===== src/verilog/spcs_pkg.sv =====
// Shared constants, types and helpers for the serial port control block.
// Assumes a 250 MHz pclk and an APB master with 32-bit data.
package spcs_pkg;
  // Register byte offsets
  localparam logic [7:0]  SPCS_SCS_OFFSET   = 8'h98;
  localparam logic [7:0]  SPCS_DATA_OFFSET  = 8'h9c;
  localparam logic [7:0]  SPCS_BAUD_OFFSET  = 8'ha0;
  localparam logic [7:0]  SPCS_STAT_OFFSET  = 8'ha4;
  localparam logic [7:0]  SPCS_MASK_OFFSET  = 8'ha8;
  // Control register field positions, plus the FE select bit of the baud register
  localparam int          SPCS_MODE_LOW_BIT  = 7;
  localparam int          SPCS_MODE_HIGH_BIT = 6;
  localparam int          SPCS_MP_BIT        = 5;
  localparam int          SPCS_REN_BIT       = 4;
  localparam int          SPCS_TB8_BIT       = 3;
  localparam int          SPCS_RB8_BIT       = 2;
  localparam int          SPCS_TXD_BIT       = 1;
  localparam int          SPCS_RXD_BIT       = 0;
  localparam int          SPCS_FE_SEL_BIT    = 16;
  // Interrupt status bit positions
  localparam int          SPCS_IRQ_TX  = 0;
  localparam int          SPCS_IRQ_RX  = 1;
  localparam int          SPCS_IRQ_OVR = 2;
  localparam int          SPCS_IRQ_FE  = 3;
  // Values after reset
  localparam logic [7:0]  SPCS_SCS_RESET  = 8'h00;
  localparam logic [15:0] SPCS_BAUD_RESET = 16'h000f;
  localparam logic [3:0]  SPCS_MASK_RESET = 4'h0;
  // Bit periods in pclk cycles for the fixed-rate modes
  localparam logic [16:0] SPCS_MODE0_CYC = 17'h0000c;
  localparam logic [16:0] SPCS_MODE2_CYC = 17'h00040;

  typedef enum logic {SPCS_TX_IDLE, SPCS_TX_RUN} spcs_tx_state_t;
  typedef enum logic [1:0] {SPCS_RX_IDLE, SPCS_RX_START, SPCS_RX_DATA} spcs_rx_state_t;

  // Cycles per serial bit for a given mode
  function automatic logic [16:0] spcs_bit_cycles(input logic [1:0] mode,
                                                  input logic [15:0] div);
    case (mode)
      2'd0:    spcs_bit_cycles = SPCS_MODE0_CYC;
      2'd2:    spcs_bit_cycles = SPCS_MODE2_CYC;
      default: spcs_bit_cycles = {1'b0, div} + 17'h00001;
    endcase
  endfunction : spcs_bit_cycles

  // Bits on the line per frame, start and stop included in modes 1 to 3; mode 0 has neither
  function automatic logic [3:0] spcs_frame_bits(input logic [1:0] mode);
    case (mode)
      2'd0:    spcs_frame_bits = 4'd8;
      2'd1:    spcs_frame_bits = 4'd10;
      default: spcs_frame_bits = 4'd11;
    endcase
  endfunction : spcs_frame_bits
endpackage : spcs_pkg


===== src/verilog/spcs_serial_port.sv =====
// Serial port control/status block with its transmitter and receiver.
// Assumes an APB master on pclk and an asynchronous serial line partner.
// Contract
// - In modes 2 and 3 bit 3 is sent as ninth data bit; modes 0 and 1 ignore it.
// - In mode 1 with multiprocessor off the received stop bit lands in bit 2.
// - In modes 2 and 3 the ninth received bit is captured into bit 2.
// - Bit 1 sets after the last data bit is sent and holds until software clears it.
// - Bit 0 sets once the stop bit is sampled (after the last data bit in mode 0) and only software clears it.
// - The control register sits at 98H, resets to zero, bits ordered as specified.
//
// Local design decision: the APB register port.
`timescale 1ns/1ps
module spcs_serial_port (
  input  wire logic        pclk,       // System clock
  input  wire logic        presetn,    // Async reset, active low
  input  wire logic        pce,        // Clock enable, freezes all state
  input  wire logic        psel,       // APB select
  input  wire logic        penable,    // APB enable
  input  wire logic        pwrite,     // APB direction
  input  wire logic [7:0]  paddr,      // APB byte address
  input  wire logic [31:0] pwdata,     // APB write data
  output logic      [31:0] prdata,     // APB read data
  output logic             pready,     // APB ready
  output logic             pslverr,    // APB error on unmapped address
  output logic             irq,        // Level interrupt
  input  wire logic        ser_rx_i,   // Receive pin level
  output logic             ser_rx_o,   // Mode 0 data out on receive pin
  output logic             ser_rx_oe,  // Mode 0 data drive enable
  output logic             ser_tx_o    // Transmit line or mode 0 shift clock
);
  import spcs_pkg::*;

  logic [7:0]     scs_q, scs_d;
  logic           fe_q, fe_d, fe_sel_q, fe_sel_d;
  logic [15:0]    baud_q, baud_d;
  logic [3:0]     mask_q, mask_d, stat_q, stat_d;
  logic [7:0]     rxbuf_q, rxbuf_d;
  logic [31:0]    prdata_q, prdata_d;
  logic           pready_q, pready_d, pslverr_q, pslverr_d, irq_q, irq_d;
  spcs_tx_state_t tx_st_q, tx_st_d;
  logic [10:0]    tx_sh_q, tx_sh_d;
  logic [3:0]     tx_cnt_q, tx_cnt_d;
  logic [16:0]    tx_tim_q, tx_tim_d;
  spcs_rx_state_t rx_st_q, rx_st_d;
  logic [9:0]     rx_sh_q, rx_sh_d;
  logic [3:0]     rx_cnt_q, rx_cnt_d;
  logic [16:0]    rx_tim_q, rx_tim_d;
  logic [2:0]     sync_q;
  logic           rx_f_q, rx_f_d;
  logic           ser_tx_q, ser_tx_d, ser_rx_o_q, ser_rx_o_d, ser_rx_oe_q, ser_rx_oe_d;
  logic [1:0]     mode;
  logic [16:0]    period;
  logic           wr, rd, tx_start;
  logic           tx_done_ev, tx_clk_low, rx_ok_ev, ovr_ev, fe_ev, rx_clk_low;
  logic [9:0]     rx_nsh;
  logic [7:0]     rx_data;
  logic           rx_nb, rx_stop;

  // Mode decode shared by both engines
  assign mode   = {scs_q[SPCS_MODE_LOW_BIT], scs_q[SPCS_MODE_HIGH_BIT]};
  assign period = spcs_bit_cycles(mode, baud_q);
  // Request taken in the access cycle; ready is only high there
  assign wr       = psel && penable && pready_q && pwrite;
  assign rd       = psel && penable && pready_q && !pwrite;
  assign tx_start = wr && (paddr == SPCS_DATA_OFFSET) && (tx_st_q == SPCS_TX_IDLE);

  // Register file and bus answers
  always_comb
  begin
    scs_d     = scs_q;
    fe_d      = fe_q;
    fe_sel_d  = fe_sel_q;
    baud_d    = baud_q;
    mask_d    = mask_q;
    rxbuf_d   = rxbuf_q;
    prdata_d  = prdata_q;
    pslverr_d = pslverr_q;
    pready_d  = 1'b0;
    // Read data latched in setup so prdata comes from a flop
    if (psel && !penable)
    begin
      pready_d  = 1'b1;
      pslverr_d = 1'b0;
      case (paddr)
        SPCS_SCS_OFFSET:  prdata_d = {24'h000000, fe_sel_q ? fe_q : scs_q[7], scs_q[6:0]};
        SPCS_DATA_OFFSET: prdata_d = {24'h000000, rxbuf_q};
        SPCS_BAUD_OFFSET: prdata_d = {15'h0000, fe_sel_q, baud_q};
        SPCS_STAT_OFFSET: prdata_d = {28'h0000000, stat_q};
        SPCS_MASK_OFFSET: prdata_d = {28'h0000000, mask_q};
        default:
        begin
          prdata_d  = 32'h00000000;
          pslverr_d = 1'b1;
        end
      endcase
    end
    if (wr)
    begin
      case (paddr)
        SPCS_SCS_OFFSET:
        begin
          scs_d[6:0] = pwdata[6:0];
          if (fe_sel_q)
            fe_d = fe_q && pwdata[7];
          else
            scs_d[7] = pwdata[7];
        end
        SPCS_BAUD_OFFSET:
        begin
          baud_d   = pwdata[15:0];
          fe_sel_d = pwdata[SPCS_FE_SEL_BIT];
        end
        SPCS_MASK_OFFSET: mask_d = pwdata[3:0];
        default: ;
      endcase
    end
    // Hardware sets come last so they win over a same-cycle software clear
    if (tx_done_ev)
      scs_d[SPCS_TXD_BIT] = 1'b1;
    if (rx_ok_ev)
    begin
      scs_d[SPCS_RXD_BIT] = 1'b1;
      rxbuf_d             = rx_data;
      if (mode != 2'd0)
        scs_d[SPCS_RB8_BIT] = rx_nb;
    end
    if (fe_ev)
      fe_d = 1'b1;
    // Read clears only the bits the reader actually saw
    stat_d = stat_q;
    if (rd && (paddr == SPCS_STAT_OFFSET))
      stat_d = stat_q & ~prdata_q[3:0];
    stat_d = stat_d | {fe_ev, ovr_ev, rx_ok_ev, tx_done_ev};
    irq_d  = |(stat_d & mask_d);
  end

  // Register file flops
  always_ff @(posedge pclk or negedge presetn)
  begin
    if (!presetn)
    begin
      scs_q     <= SPCS_SCS_RESET;
      fe_q      <= 1'b0;
      fe_sel_q  <= 1'b0;
      baud_q    <= SPCS_BAUD_RESET;
      mask_q    <= SPCS_MASK_RESET;
      stat_q    <= 4'h0;
      rxbuf_q   <= 8'h00;
      prdata_q  <= 32'h00000000;
      pready_q  <= 1'b0;
      pslverr_q <= 1'b0;
      irq_q     <= 1'b0;
    end
    else if (pce)
    begin
      scs_q     <= scs_d;
      fe_q      <= fe_d;
      fe_sel_q  <= fe_sel_d;
      baud_q    <= baud_d;
      mask_q    <= mask_d;
      stat_q    <= stat_d;
      rxbuf_q   <= rxbuf_d;
      prdata_q  <= prdata_d;
      pready_q  <= pready_d;
      pslverr_q <= pslverr_d;
      irq_q     <= irq_d;
    end
  end

  // Transmitter; a data write while busy is dropped, not queued
  always_comb
  begin
    tx_st_d    = tx_st_q;
    tx_sh_d    = tx_sh_q;
    tx_cnt_d   = tx_cnt_q;
    tx_tim_d   = tx_tim_q;
    tx_done_ev = 1'b0;
    case (tx_st_q)
      SPCS_TX_IDLE:
        if (tx_start)
        begin
          case (mode)
            2'd0:    tx_sh_d = {3'b111, pwdata[7:0]};
            2'd1:    tx_sh_d = {2'b11, pwdata[7:0], 1'b0};
            default: tx_sh_d = {1'b1, scs_q[SPCS_TB8_BIT], pwdata[7:0], 1'b0};
          endcase
          tx_cnt_d = spcs_frame_bits(mode);
          tx_tim_d = 17'h00000;
          tx_st_d  = SPCS_TX_RUN;
        end
      SPCS_TX_RUN:
      begin
        tx_tim_d = tx_tim_q + 17'h00001;
        if (tx_tim_q == period - 17'h00001)
        begin
          tx_tim_d = 17'h00000;
          tx_sh_d  = {1'b1, tx_sh_q[10:1]};
          tx_cnt_d = tx_cnt_q - 4'h1;
          // Last data bit done: the stop bit (or nothing, in mode 0) is next
          if (tx_cnt_d == ((mode == 2'd0) ? 4'h0 : 4'h1))
            tx_done_ev = 1'b1;
          if (tx_cnt_d == 4'h0)
            tx_st_d = SPCS_TX_IDLE;
        end
      end
      default: tx_st_d = SPCS_TX_IDLE;
    endcase
    tx_clk_low = (tx_st_q == SPCS_TX_RUN) && (mode == 2'd0) && (tx_tim_q < (period >> 1));
  end

  always_ff @(posedge pclk or negedge presetn)
  begin
    if (!presetn)
    begin
      tx_st_q  <= SPCS_TX_IDLE;
      tx_sh_q  <= 11'h7ff;
      tx_cnt_q <= 4'h0;
      tx_tim_q <= 17'h00000;
    end
    else if (pce)
    begin
      tx_st_q  <= tx_st_d;
      tx_sh_q  <= tx_sh_d;
      tx_cnt_q <= tx_cnt_d;
      tx_tim_q <= tx_tim_d;
    end
  end

  // Receiver; start is rechecked at mid-bit to reject glitches
  always_comb
  begin
    rx_st_d  = rx_st_q;
    rx_sh_d  = rx_sh_q;
    rx_cnt_d = rx_cnt_q;
    rx_tim_d = rx_tim_q + 17'h00001;
    rx_ok_ev = 1'b0;
    ovr_ev   = 1'b0;
    fe_ev    = 1'b0;
    rx_nsh   = {rx_f_q, rx_sh_q[9:1]};
    case (mode)
      2'd0:    {rx_stop, rx_nb, rx_data} = {1'b1, scs_q[SPCS_RB8_BIT], rx_nsh[9:2]};
      2'd1:    {rx_stop, rx_nb, rx_data} = {rx_nsh[9], rx_nsh[9], rx_nsh[8:1]};
      default: {rx_stop, rx_nb, rx_data} = {rx_nsh[9], rx_nsh[8], rx_nsh[7:0]};
    endcase
    case (rx_st_q)
      SPCS_RX_IDLE:
      begin
        rx_tim_d = 17'h00000;
        // Mode 0 reception runs whenever enabled and the last byte was taken
        if (mode == 2'd0 && !scs_q[SPCS_RXD_BIT])
        begin
          rx_st_d  = SPCS_RX_DATA;
          rx_cnt_d = spcs_frame_bits(mode);
        end
        else if (mode != 2'd0 && !rx_f_q)
          rx_st_d = SPCS_RX_START;
      end
      SPCS_RX_START:
        if (rx_tim_q == (period >> 1) - 17'h00001)
        begin
          rx_tim_d = 17'h00000;
          rx_cnt_d = spcs_frame_bits(mode) - 4'h1;
          rx_st_d  = rx_f_q ? SPCS_RX_IDLE : SPCS_RX_DATA;
        end
      SPCS_RX_DATA:
        if (rx_tim_q == period - 17'h00001)
        begin
          rx_tim_d = 17'h00000;
          rx_sh_d  = rx_nsh;
          rx_cnt_d = rx_cnt_q - 4'h1;
          if (rx_cnt_d == 4'h0)
          begin
            rx_st_d = SPCS_RX_IDLE;
            fe_ev   = (mode != 2'd0) && !rx_stop;
            // Multiprocessor filter: good stop in mode 1, address frame in 2/3
            if (!(scs_q[SPCS_MP_BIT] && (mode == 2'd1 ? !rx_stop : (mode[1] && !rx_nb))))
            begin
              ovr_ev   = scs_q[SPCS_RXD_BIT];
              rx_ok_ev = !scs_q[SPCS_RXD_BIT];
            end
          end
        end
      default: rx_st_d = SPCS_RX_IDLE;
    endcase
    // Receiver off aborts any frame in progress
    if (!scs_q[SPCS_REN_BIT])
      rx_st_d = SPCS_RX_IDLE;
    rx_clk_low = (rx_st_q == SPCS_RX_DATA) && (mode == 2'd0) && (rx_tim_q < (period >> 1));
  end

  always_ff @(posedge pclk or negedge presetn)
  begin
    if (!presetn)
    begin
      rx_st_q  <= SPCS_RX_IDLE;
      rx_sh_q  <= 10'h000;
      rx_cnt_q <= 4'h0;
      rx_tim_q <= 17'h00000;
    end
    else if (pce)
    begin
      rx_st_q  <= rx_st_d;
      rx_sh_q  <= rx_sh_d;
      rx_cnt_q <= rx_cnt_d;
      rx_tim_q <= rx_tim_d;
    end
  end

  // Pin side: filtered input, registered outputs
  always_comb
  begin
    rx_f_d      = (sync_q[1] == sync_q[2]) ? sync_q[2] : rx_f_q;
    ser_tx_d    = (mode == 2'd0) ? !(tx_clk_low || rx_clk_low)
                                 : ((tx_st_q == SPCS_TX_RUN) ? tx_sh_q[0] : 1'b1);
    ser_rx_o_d  = tx_sh_q[0];
    ser_rx_oe_d = (mode == 2'd0) && (tx_st_q == SPCS_TX_RUN);
  end

  always_ff @(posedge pclk or negedge presetn)
  begin
    if (!presetn)
    begin
      sync_q      <= 3'b111;
      rx_f_q      <= 1'b1;
      ser_tx_q    <= 1'b1;
      ser_rx_o_q  <= 1'b1;
      ser_rx_oe_q <= 1'b0;
    end
    else if (pce)
    begin
      sync_q      <= {sync_q[1:0], ser_rx_i};
      rx_f_q      <= rx_f_d;
      ser_tx_q    <= ser_tx_d;
      ser_rx_o_q  <= ser_rx_o_d;
      ser_rx_oe_q <= ser_rx_oe_d;
    end
  end

  assign prdata    = prdata_q;
  assign pready    = pready_q;
  assign pslverr   = pslverr_q;
  assign irq       = irq_q;
  assign ser_tx_o  = ser_tx_q;
  assign ser_rx_o  = ser_rx_o_q;
  assign ser_rx_oe = ser_rx_oe_q;
endmodule : spcs_serial_port


===== config.mk =====
export PLATFORM = sky130hd
export DESIGN_NAME = spcs_serial_port
export DESIGN_NICKNAME = d
export VERILOG_FILES = /design/src/verilog/spcs_pkg.sv /design/src/verilog/spcs_serial_port.sv
export SDC_FILE = /design/constraint.sdc
export NUM_CORES = 1
export LEC_CHECK = 0
export BUFFER_PORTS_ARGS = -buffer_cell sky130_fd_sc_hd__buf_4
export CAP_MARGIN = 25
export CORE_MARGIN = 2
export CORE_UTILIZATION = 25
export CTS_CLUSTER_DIAMETER = 100
export DETAILED_ROUTE_END_ITERATION = 10
export PLACE_DENSITY_LB_ADDON = 0.2
export SETUP_SLACK_MARGIN = 0.3
export SYNTH_ARGS = -nofsm -noshare
export SYNTH_HDL_FRONTEND = slang
export SYNTH_SLANG_ARGS = --single-unit

===== constraint.sdc =====
create_clock -name pclk -period 4.9 [get_ports pclk]
set_input_delay 0.98 -clock pclk [delete_from_list [all_inputs] [get_ports pclk]]
set_output_delay 0.98 -clock pclk [all_outputs]
set_load 0.02 [all_outputs]

==> metrics.cfg, run 1 <==
[outcome]
status=finished clean

[pwr]
powerDensity_mw_per_mm2=256
total_power_mw=3.05
peakVddDrop_mv=0.190
p_leak_nw=4.94

[timing]
setup_violations=0
worst_hold_slack_ns=0.506
period_minus_slack_ns=4.43
tightest_slew_ns=0.978
finalMaxSlewViolations=0
rsz0062_at_grt=no
setup-tns-final_ns=0
fin_crit_sh_pct=90.4
final-hold-violation-count=0
fmax_mhz=226
clock_skew_ns=0.0134
slew_headroom_pct=34.2

[critical_path]
path_class=flip-flop to flip-flop
worstPathBufferInverterCount=1
r2r_cells=11
path_max_fanout=14
cp-end-kind=flip-flop
crit_slowest_cell=dfstp_4
r2r-start=baud_q[2]$_DFFE_PN1P_
crit_chain=nand4_2 -> o311ai_4 -> o31ai_1 -> or3_1 -> nor4_1 -> o2111ai_1 -> or4_1 -> or4_4 -> a21oi_4 -> buf_12 -> mux2_2
rrSetupSlack_ns=0.47
rr_endpoint=tx_sh_q[6]$_DFFE_PN1P_
arrival_ns=4.81
start_kind=flip-flop
critPathTopFamily=simple AND/OR/NAND/NOR gates
cpPeakStageDelay_ns=0.72
worstPathRequired_ns=5.28

[grt]
grt_pass1_vias=8279
grt.total_usage_pct=15.3
antenna_found_initial=0
grt-ovfl-total=0
grt_pass1_wl_mm=48.8
grt_max_degree=75

[placed_design]
place_inst=1663
io_buffers=54
place_congestion=0.853
dp_hpwl_mm=23.0

[clock_tree]
clock_tree.buffer_depth=2
numCtsBuffers=17
ctsHoldBuffers=0
cts_tree=done
clock_latency_ns=0.46
cts-root-buf=clkbuf_16
cts.sinks=133
clk_pin_slew_ns=0.06
cts-htree-levels=4

[layout]
layout.nets=1252
drive_above_1_share_pct=23.2
utilization_pct=30.0
stdcell_count=1699
area_growth_pct=19.0
diodes=0

[job]
maxCapViolCount=0

[synthesis]
netlist_area_mm2=0.0100
synth_commonest_cells=dfrtp_1, nand2_1, nor2_1, mux2_2, o21ai_0
synth.avg_cell_area_um2=9.08
syn_inst=1101
synth.most_common_cell=dfrtp_1
yosysTopAreaCellShare_pct=28.3
yosys_register_bits=133
yosysWarnings=0
async_flop_share_pct=100
synth-main-ff-cell=dfrtp_1
ys_types=88
synth_area_leaders=dfrtp_1, mux2_2, ha_1
synth_seq_area_share_pct=33.5
synth_area_leader_cell=dfrtp_1
synth-edff-count=0

[min_path]
hold-path-endpoint=prdata[4]$_DFFE_PN0P_
hold-path-cell-count=1
hp-start=prdata[4]$_DFFE_PN0P_
min_path_type=flip-flop to flip-flop

[drt]
wl_per_cell_um=18.1
first_pass_iters=5
wirelength_mm=30.8
vias=8471
post-route-drc-count=0
routed_via_density=4.99
final_antenna_net_count=0
drtIter0Drc=494

[floorplan]
start_util_pct=25.2
fp-row-count=73
coreArea_mm2=0.0396
ios=85
die_x_um=204
die-area_mm2=0.0416
fp.dieH_um=204

## metal layers
| layer | share of wire (%) | GRT usage, % | up-vias |
|---|---|---|---|
| li1 | - | - | 4100 |
| met1 | 50 | 21.3 | 4207 |
| met2 | 46 | 24.0 | 137 |
| met3 | 2.7 | 2.76 | 27 |
| met4 | 1.5 | 4.45 | 0 |
| met5 | 0 | 0 | - |
## worst max path at each step
stage,startpoint,slack (ns),cells past startpoint,end
after floorplan,scs_q[6]$_DFFE_PN0P_,0.32,19,tx_sh_q[8]$_DFFE_PN1P_
after global placement,baud_q[0]$_DFFE_PN1P_,0.21,17,rx_tim_q[2]$_DFFE_PN0P_
after detailed placement,baud_q[0]$_DFFE_PN1P_,0.20,18,scs_q[1]$_DFFE_PN0P_
after CTS,baud_q[0]$_DFFE_PN1P_,0.30,18,scs_q[1]$_DFFE_PN0P_
after global routing,scs_q[6]$_DFFE_PN0P_,0.31,12,tx_sh_q[2]$_DFFE_PN1P_
final,baud_q[2]$_DFFE_PN1P_,0.47,11,tx_sh_q[6]$_DFFE_PN1P_
## placed cells by master (no fill, tap or decap), types with 13 or more instances in the layout
cell type / Yosys / layout
nand2_1: 103 / 101
or3_1: 16 / 16
ha_1: 44 / 43
and2_1: 13 / 13
nand3_1: 44 / 43
buf_4: 21 / 100
o21ai_0: 67 / 66
nand4_1: 16 / 16
o211ai_1: 15 / 15
inv_1: 34 / 34
a22o_1: 17 / 17
mux2_2: 67 / 67
xor2_1: 25 / 25
nor3_1: 22 / 21
conb_1: 1 / 15
dfrtp_1: 113 / 112
mux2i_1: 27 / 24
nor2_1: 74 / 73
dfstp_2: 20 / 19
and3_1: 15 / 15
xnor2_1: 57 / 57
clkbuf_16: 0 / 18
a21oi_1: 33 / 32
## state kept, by name, summed over array words and instances, names as in the netlist, 2 cells and up
signal / cells
prdata: 17
rx_tim_q: 17
tx_tim_q: 17
baud_q: 16
tx_sh_q: 10
rx_sh_q: 9
rxbuf_q: 8
scs_q: 8
mask_q: 4
rx_cnt_q: 4
stat_q: 4
tx_cnt_q: 4
sync_q: 3
rx_st_q: 2
## where the power goes
group	switching [mW]	internal, mW
clock network	0.571	0.705
registers	0.0918	1.23
logic	0.252	0.198
total	0.915	2.13
## cells by family (layout without fill, tap and decap cells)
group	count (synthesis)	count (layout)	synth area share, %
buffers and inverters	116	175	5.47
other	1	15	0.0375
xor gates and xnor gates	86	86	8.08
DFF	133	133	33.5
AOI/OAI and AO/OA	239	239	16.8
muxes	95	95	10.4
and+or+nand+nor	387	387	20.2
adders and majority gates	44	44	5.50
## area by class of cell
type	instances	area, µm²
Clock buffer	19	464
Sequential cell	133	3360
Fill cell	4269	27700
Inverter	38	143
Timing Repair Buffer	105	833
Tap cell	525	657
Multi-Input combinational cell	866	6340
Clock inverter	13	105
## metrics by stage
stage	instance area [µm²]	setup WS, ns
floorplan	10100	0.324
global placement	11100	0.205
detailed placement	11100	0.203
CTS	11700	0.296
global route	11900	0.314
finish	11900	0.468
## timing repair
item                       CTS  global route
resized for setup            7            24
pin swaps                    0             3
setup buffers                0             4
setup endpoints to repair   32            78
(Power assumes the default switching activity.)
==> run 2, diff against run 1 <==
==> constraint.sdc (replaced) <==
create_clock -name pclk -period 5.46 [get_ports pclk]
set_input_delay 1.092 -clock pclk [delete_from_list [all_inputs] [get_ports pclk]]
set_output_delay 1.092 -clock pclk [all_outputs]
set_load 0.02 [all_outputs]
==> run 2 against run 1 <==
Combinational power decreased by 10%. Clock power is 8% lower. Global-route usage about the same. Critical path type unchanged. Highest routed layer unchanged.
==> metrics.cfg, run 2 (synthesis results as in run 1) <==
[clock_tree]
clk_pin_slew_ns=0.06  ; about the same
cts.sinks=133  ; unchanged
cts-resized-gates=0  ; -7
numCtsBuffers=17  ; unchanged
cts-htree-levels=4  ; unchanged
cts_setup_buffers=0  ; unchanged
ctsHoldBuffers=0  ; unchanged
clock_latency_ns=0.45  ; about the same
clock_tree.buffer_depth=2  ; unchanged
cts_tree=done
cts-root-buf=clkbuf_16

[job]
maxCapViolCount=0  ; unchanged

[critical_path]
worstPathRequired_ns=5.78  ; +0.50 ns
critPathTopFamily=simple AND/OR/NAND/NOR gates
cp-end-kind=flip-flop
arrival_ns=5.17  ; +0.36 ns
path_class=flip-flop to flip-flop
crit_slowest_cell=dfstp_2
crit_chain=ha_1 -> xnor2_1 -> a21oi_1 -> inv_1 -> ha_1 -> nand2_1 -> a211oi_2 -> nand2_1 -> nor4_2 -> xnor2_1 -> a2111o_1 -> nor4_2 -> buf_4 -> o211a_1 -> buf_4 -> nor2_1
worstPathBufferInverterCount=3  ; +2
path_max_fanout=15  ; +1
cpPeakStageDelay_ns=0.54  ; -0.18 ns
start_kind=flip-flop

[floorplan]
die-area_mm2=0.0416  ; unchanged
ios=85  ; unchanged
fp.dieH_um=204  ; unchanged
fp-row-count=73  ; unchanged
start_util_pct=25.2  ; unchanged
die_x_um=204  ; unchanged
coreArea_mm2=0.0396  ; unchanged

[outcome]
status=finished clean

[layout]
final_common_cell=dfrtp_1
layout.nets=1243  ; -0.72%
drive_above_1_share_pct=20.9  ; -2.2 points
utilization_pct=29.5  ; -0.55 points
final_cell_mix=dfrtp_1, nand2_1, buf_4
diodes=0  ; unchanged
area_growth_pct=16.8

[drt]
first_pass_iters=5  ; unchanged
post-route-drc-count=0  ; unchanged
final_antenna_net_count=0  ; unchanged
wl_per_cell_um=18.2  ; about the same
routed_via_density=4.96  ; -0.51%
drtIter0Drc=424  ; -14%
vias=8383  ; -1.0%
wirelength_mm=30.7  ; -0.45%

[pwr]
p_int_mw=1.95  ; -8.3%
p_leak_nw=4.87  ; -1.5%
p_sw_mw=0.821  ; -10%
p_seq_share_pct=42.9  ; -0.5 points
powerDensity_mw_per_mm2=238  ; -7.2%
swShare_pct=29.6  ; -0.46 points
combPwrFrac_pct=14.6  ; -0.2 points
clkPwrFrac_pct=42.6  ; +0.7 points
peakVddDrop_mv=0.182  ; -4.1%

[timing]
final-hold-violation-count=0  ; unchanged
setup_violations=0  ; unchanged
clock_skew_ns=0.0142  ; +0.000806 ns
finalMaxSlewViolations=0  ; unchanged
slew_headroom_pct=43.5  ; +9.3 points
tightest_slew_ns=0.839  ; -0.139 ns
setup-tns-final_ns=0  ; unchanged
rsz0062_at_grt=no
fin_crit_sh_pct=88.7  ; -1.7 points
fmax_mhz=206  ; -8.5%
period_minus_slack_ns=4.85  ; +0.414 ns

[grt]
grt_pass1_wl_mm=49.0  ; +0.25%
grt_pass1_vias=8235  ; -0.53%
grt_max_degree=62  ; -17%
antenna_found_initial=0  ; unchanged
grt.total_usage_pct=15.3  ; +0.021 points
grt-ovfl-total=0  ; unchanged

[placed_design]
io_buffers=54  ; unchanged
place_congestion=0.822  ; -3.6%
dp_hpwl_mm=23.0  ; -0.14%

[min_path]
min_path_type=flip-flop to flip-flop

run 2: cell types whose count changed in the layout (fill, tap and decap cells not counted), sizes merged:
cell / change
clkbuf: +3
inv: -5
clkinv: +2
buf: -9
run 2: worst register-to-register path, stage by stage, from the launching register on:
cell      delay [ns]
dfstp_2         0.54
ha_1            0.30
xnor2_1         0.15
a21oi_1         0.13
inv_1           0.14
ha_1            0.33
nand2_1         0.13
a211oi_2        0.43
nand2_1         0.29
nor4_2          0.48
xnor2_1         0.17
a2111o_1        0.32
nor4_2          0.44
buf_4           0.24
o211a_1         0.26
buf_4           0.27
nor2_1          0.09
run 2: final timing paths:
kind	slack, ns	to	cells after the start	start
worst min register to register	0.50	prdata[5]$_DFFE_PN0P_	1	prdata[5]$_DFFE_PN0P_
max in group asynchronous	3.81	baud_q[1]$_DFFE_PN1P_	2	presetn
min in group asynchronous	0.62	prdata[13]$_DFFE_PN0P_	1	presetn
worst max-delay path	0.61	rx_tim_q[9]$_DFFE_PN0P_	16	baud_q[0]$_DFFE_PN1P_
worst max register to register	0.61	rx_tim_q[9]$_DFFE_PN0P_	16	baud_q[0]$_DFFE_PN1P_
worst min-delay path	0.50	prdata[5]$_DFFE_PN0P_	1	prdata[5]$_DFFE_PN0P_
run 2: power groups by stage:
stage               logic, mW  clock network (mW)  registers, mW
floorplan               0.289                   0           1.18
global placement        0.390                   0           1.21
detailed placement      0.392                   0           1.21
CTS                     0.394                1.22           1.20
global route            0.463                1.26           1.20
finish                  0.404                1.18           1.19
run 2: metal layers:
layer	part of all wire, %	global-route usage [%]	vias up
li1	-	-	4087
met1	50	21.5	4102
met2	46	23.9	162
met3	2.9	2.61	32
met4	1.6	4.40	0
met5	0	0	-
run 2: metrics by stage:
step           power [mW]  std cells  hold WS, ns  instance area (µm²)  setup slack (ns)
3_5_place_dp         1.60       1656        0.493                11100             0.596
5_1_grt              2.93       1690        0.525                11700             0.316
4_1_cts              2.81       1688        0.507                11600             0.576
2_1_floorplan        1.47       1115        0.446                10100             0.884
6_report             2.78       1690        0.503                11700             0.614
3_3_place_gp         1.60       1656        0.491                11100             0.570
run 2: cell type report:
class | count | area (µm²)
clock buffer | 22 | 508
clock inverter | 10 | 78.8
fill | 4278 | 28000
inverter | 38 | 143
multi-input combinational | 866 | 6180
sequential | 133 | 3350
tap | 525 | 657
timing repair buffer | 96 | 764
==> run 3, diff against run 2 <==
--- a/config.mk
+++ b/config.mk
@@ -5,6 +5,7 @@
 export SDC_FILE = /design/constraint.sdc
 export NUM_CORES = 1
 export LEC_CHECK = 0
+export ABC_AREA = 1
 export BUFFER_PORTS_ARGS = -buffer_cell sky130_fd_sc_hd__buf_4
 export CAP_MARGIN = 25
 export CORE_MARGIN = 2
==> run 3 against run 2 <==
Flip-flop and latch count did not move. Non-clock buffer count fell by 33. Sequential power rose by 3%. Clock-buffer cell count fell by 5. Fmax rose by 8.3%. Combinational power rose by 82%.
==> metrics.cfg, run 3 <==
[clock_tree]
cts.sinks=133  ; unchanged
clk_pin_slew_ns=0.08  ; +0.02 ns
clock_tree.buffer_depth=2  ; unchanged
numCtsBuffers=17  ; unchanged
cts-htree-levels=4  ; unchanged
ctsHoldBuffers=0  ; unchanged
clock_latency_ns=0.44  ; about the same
cts_setup_buffers=0  ; unchanged
cts-resized-gates=0  ; unchanged
cts_tree=done
cts-root-buf=clkbuf_16

[drt]
final_antenna_net_count=0  ; unchanged
wirelength_mm=33.2  ; +8.2%
routed_via_density=4.67  ; -5.8%
vias=9405  ; +12%
first_pass_iters=7  ; +2
post-route-drc-count=0  ; unchanged
drtIter0Drc=595  ; +40%
wl_per_cell_um=16.5  ; -9.1%

[critical_path]
crit_chain=ha_1 -> nand2_1 -> nand2_1 -> nor2_1 -> nor2_1 -> ha_1 -> nand2_1 -> inv_1 -> nand3_1 -> nor2_4 -> nand2_1 -> nor2_2 -> nand2_1 -> nand2_1 -> nand2_1 -> nand2_1 -> nand2_1 -> nor2_1 -> nand3_2 -> nand2_1 -> nand3_2 -> nand3_1 -> inv_1
cp-end-kind=flip-flop
arrival_ns=4.81  ; -0.36 ns
r2r-start=baud_q[1]$_DFFE_PN1P_
worstPathRequired_ns=5.79  ; about the same
crit_start=baud_q[1]$_DFFE_PN1P_
start_kind=flip-flop
critPathTopFamily=simple AND/OR/NAND/NOR gates
path_common_cell=nand2_1
path_max_fanout=13  ; -2
worstPathBufferInverterCount=2  ; -1
crit_slowest_cell=dfstp_2
path_class=flip-flop to flip-flop
cpPeakStageDelay_ns=0.62  ; +0.08 ns

[timing]
setup-tns-final_ns=0  ; unchanged
setup_violations=0  ; unchanged
clock_skew_ns=0.0118  ; -0.00242 ns
worst_hold_slack_ns=0.468  ; -0.0352 ns
final-hold-violation-count=0  ; unchanged
finalMaxSlewViolations=0  ; unchanged
fin_ws_ns=0.988  ; +0.373 ns
rsz0062_at_grt=no
tightest_slew_ns=1.01  ; +0.166 ns
fmax_mhz=224  ; +8.3%
fin_crit_sh_pct=81.9  ; -6.8 points
period_minus_slack_ns=4.47  ; -0.373 ns
slew_headroom_pct=32.5  ; -11 points

[layout]
diodes=0  ; unchanged
drive_above_1_share_pct=13.4  ; -7.5 points
area_growth_pct=15.0
final_cell_mix=nand2_1, inv_1, nor2_1
layout.nets=1566  ; +26%
nFillCells=4393  ; +2.7%
utilization_pct=29.1  ; -0.36 points
stdcell_count=2013  ; +19%
final_common_cell=nand2_1
multiInputGateArea_mm2=0.00575  ; -6.9%
seqCellArea_mm2=0.00335  ; about the same

[outcome]
status=finished clean

[synthesis]
synth.most_common_cell=nand2_1
netlist_area_mm2=0.0100  ; +0.33%
synth.avg_cell_area_um2=7.03  ; -23%
yosys_register_bits=133  ; unchanged
synth_area_leaders=dfrtp_1, nand2_1, inv_1
synthSimpleGateAreaFrac_pct=35.4  ; +15 points
synth_area_leader_cell=dfrtp_1
ys_types=53  ; -40%
synth-edff-count=0  ; unchanged
synth_compound_area_share_pct=11.9  ; -5.0 points
synth-adder-area-share_pct=5.49  ; -0.018 points
syn_inst=1427  ; +30%
synth-main-ff-cell=dfrtp_1
yosysTopAreaCellShare_pct=28.2  ; -0.092 points
yosysWarnings=0  ; unchanged
synth_commonest_cells=nand2_1, inv_1, nor2_1, nand3_1, dfrtp_1
synth_mux_area_share_pct=0.499  ; -9.9 points
synth_seq_area_share_pct=33.4  ; -0.11 points
async_flop_share_pct=100  ; unchanged
synth_top_family_by_area=simple AND/OR/NAND/NOR gates
synth_xor_area_share_pct=3.49  ; -4.6 points

[pwr]
p_leak_nw=5.47  ; +12%
peakVddDrop_mv=0.210  ; +15%
powerDensity_mw_per_mm2=275  ; +16%

[placed_design]
place_congestion=0.882  ; +7.2%
dp_hpwl_mm=25.9  ; +13%
place_inst=1980  ; +20%
io_buffers=54  ; unchanged
dp_slack_ns=1.03  ; +0.434 ns

[min_path]
min_path_type=flip-flop to flip-flop
hp-start=ser_rx_o$_DFFE_PN1P_

[floorplan]
fp.dieH_um=204  ; +0.16%
coreArea_mm2=0.0396  ; unchanged
die_x_um=204  ; +0.16%
die-area_mm2=0.0418  ; +0.32%
start_util_pct=25.3  ; +0.082 points
ios=85  ; unchanged
fp-row-count=73  ; unchanged

[grt]
antenna_found_initial=2  ; +2
grt_pass1_wl_mm=52.8  ; +7.9%
grt_max_degree=83  ; +34%
grt_pass1_vias=9077  ; +10%
grt-ovfl-total=0  ; unchanged
grt.total_usage_pct=16.5  ; +1.2 points

[job]
maxCapViolCount=0  ; unchanged

run 3: cell count changes after synthesis, sizes merged, moves of 30 or more:
cell   previous run  this run
inv              36       181
mux2             68         0
nand2           104       376
nand3            44       145
nor2             75       164
o21ai            71       101
xnor2            57        10
run 3: layout make-up:
class	count	area share (%)
Tap cell	525	5.69
Inverter	184	6.01
Sequential cell	133	29.1
Clock inverter	15	1.54
Clock buffer	17	3.69
Multi-Input combinational cell	1076	49.8
Timing Repair Buffer	63	4.20
run 3: worst paths after layout:
check	slack [ns]	end	cells past startpoint
setup / recovery	0.99	rx_tim_q[3]$_DFFE_PN0P_	23
hold / removal	0.47	ser_rx_o$_DFFE_PN1P_	2
setup reg to reg	0.99	rx_tim_q[3]$_DFFE_PN0P_	23
hold reg to reg	0.47	ser_rx_o$_DFFE_PN1P_	2
max in group asynchronous	3.52	baud_q[13]$_DFFE_PN0P_	2
min in group asynchronous	0.71	ser_rx_oe$_DFFE_PN0P_	1
run 3: routing by layer:
layer | track usage [%] | share of wire (%) | vias up
met5 | 0 | 0.039 | -
met4 | 3.96 | 1.4 | 2
met3 | 2.49 | 3.7 | 22
met2 | 27.0 | 47 | 167
met1 | 22.8 | 48 | 4436
li1 | - | - | 4778
run 3: worst reg2reg max path: cells and delay by family (launching register included):
| family | cells | cell delay, ns |
|---|---|---|
| buf+inv | 2 | 0.27 |
| simple gates | 19 | 2.94 |
| fa+ha+maj | 2 | 0.54 |
| flops | 1 | 0.62 |
run 3: report_power, final:
| part | internal [mW] | switching (mW) |
|---|---|---|
| clock network | 0.656 | 0.563 |
| logic | 0.262 | 0.473 |
| registers | 1.12 | 0.107 |
run 3: kinds of logic after synthesis:
logic type,after synthesis
and+or+nand+nor,767
buffers and inverters,232
AOI/OAI and AO/OA,205
DFF,133
adders and majority gates,44
xor gates and xnor gates,40
muxes,5
other,1
run 3: stage by stage:
step	power [mW]	area [µm²]
6_report	3.18	11500
5_1_grt	3.37	11500
4_1_cts	3.22	11500
3_5_place_dp	1.98	10900
3_3_place_gp	1.98	10900
2_1_floorplan	1.75	10100
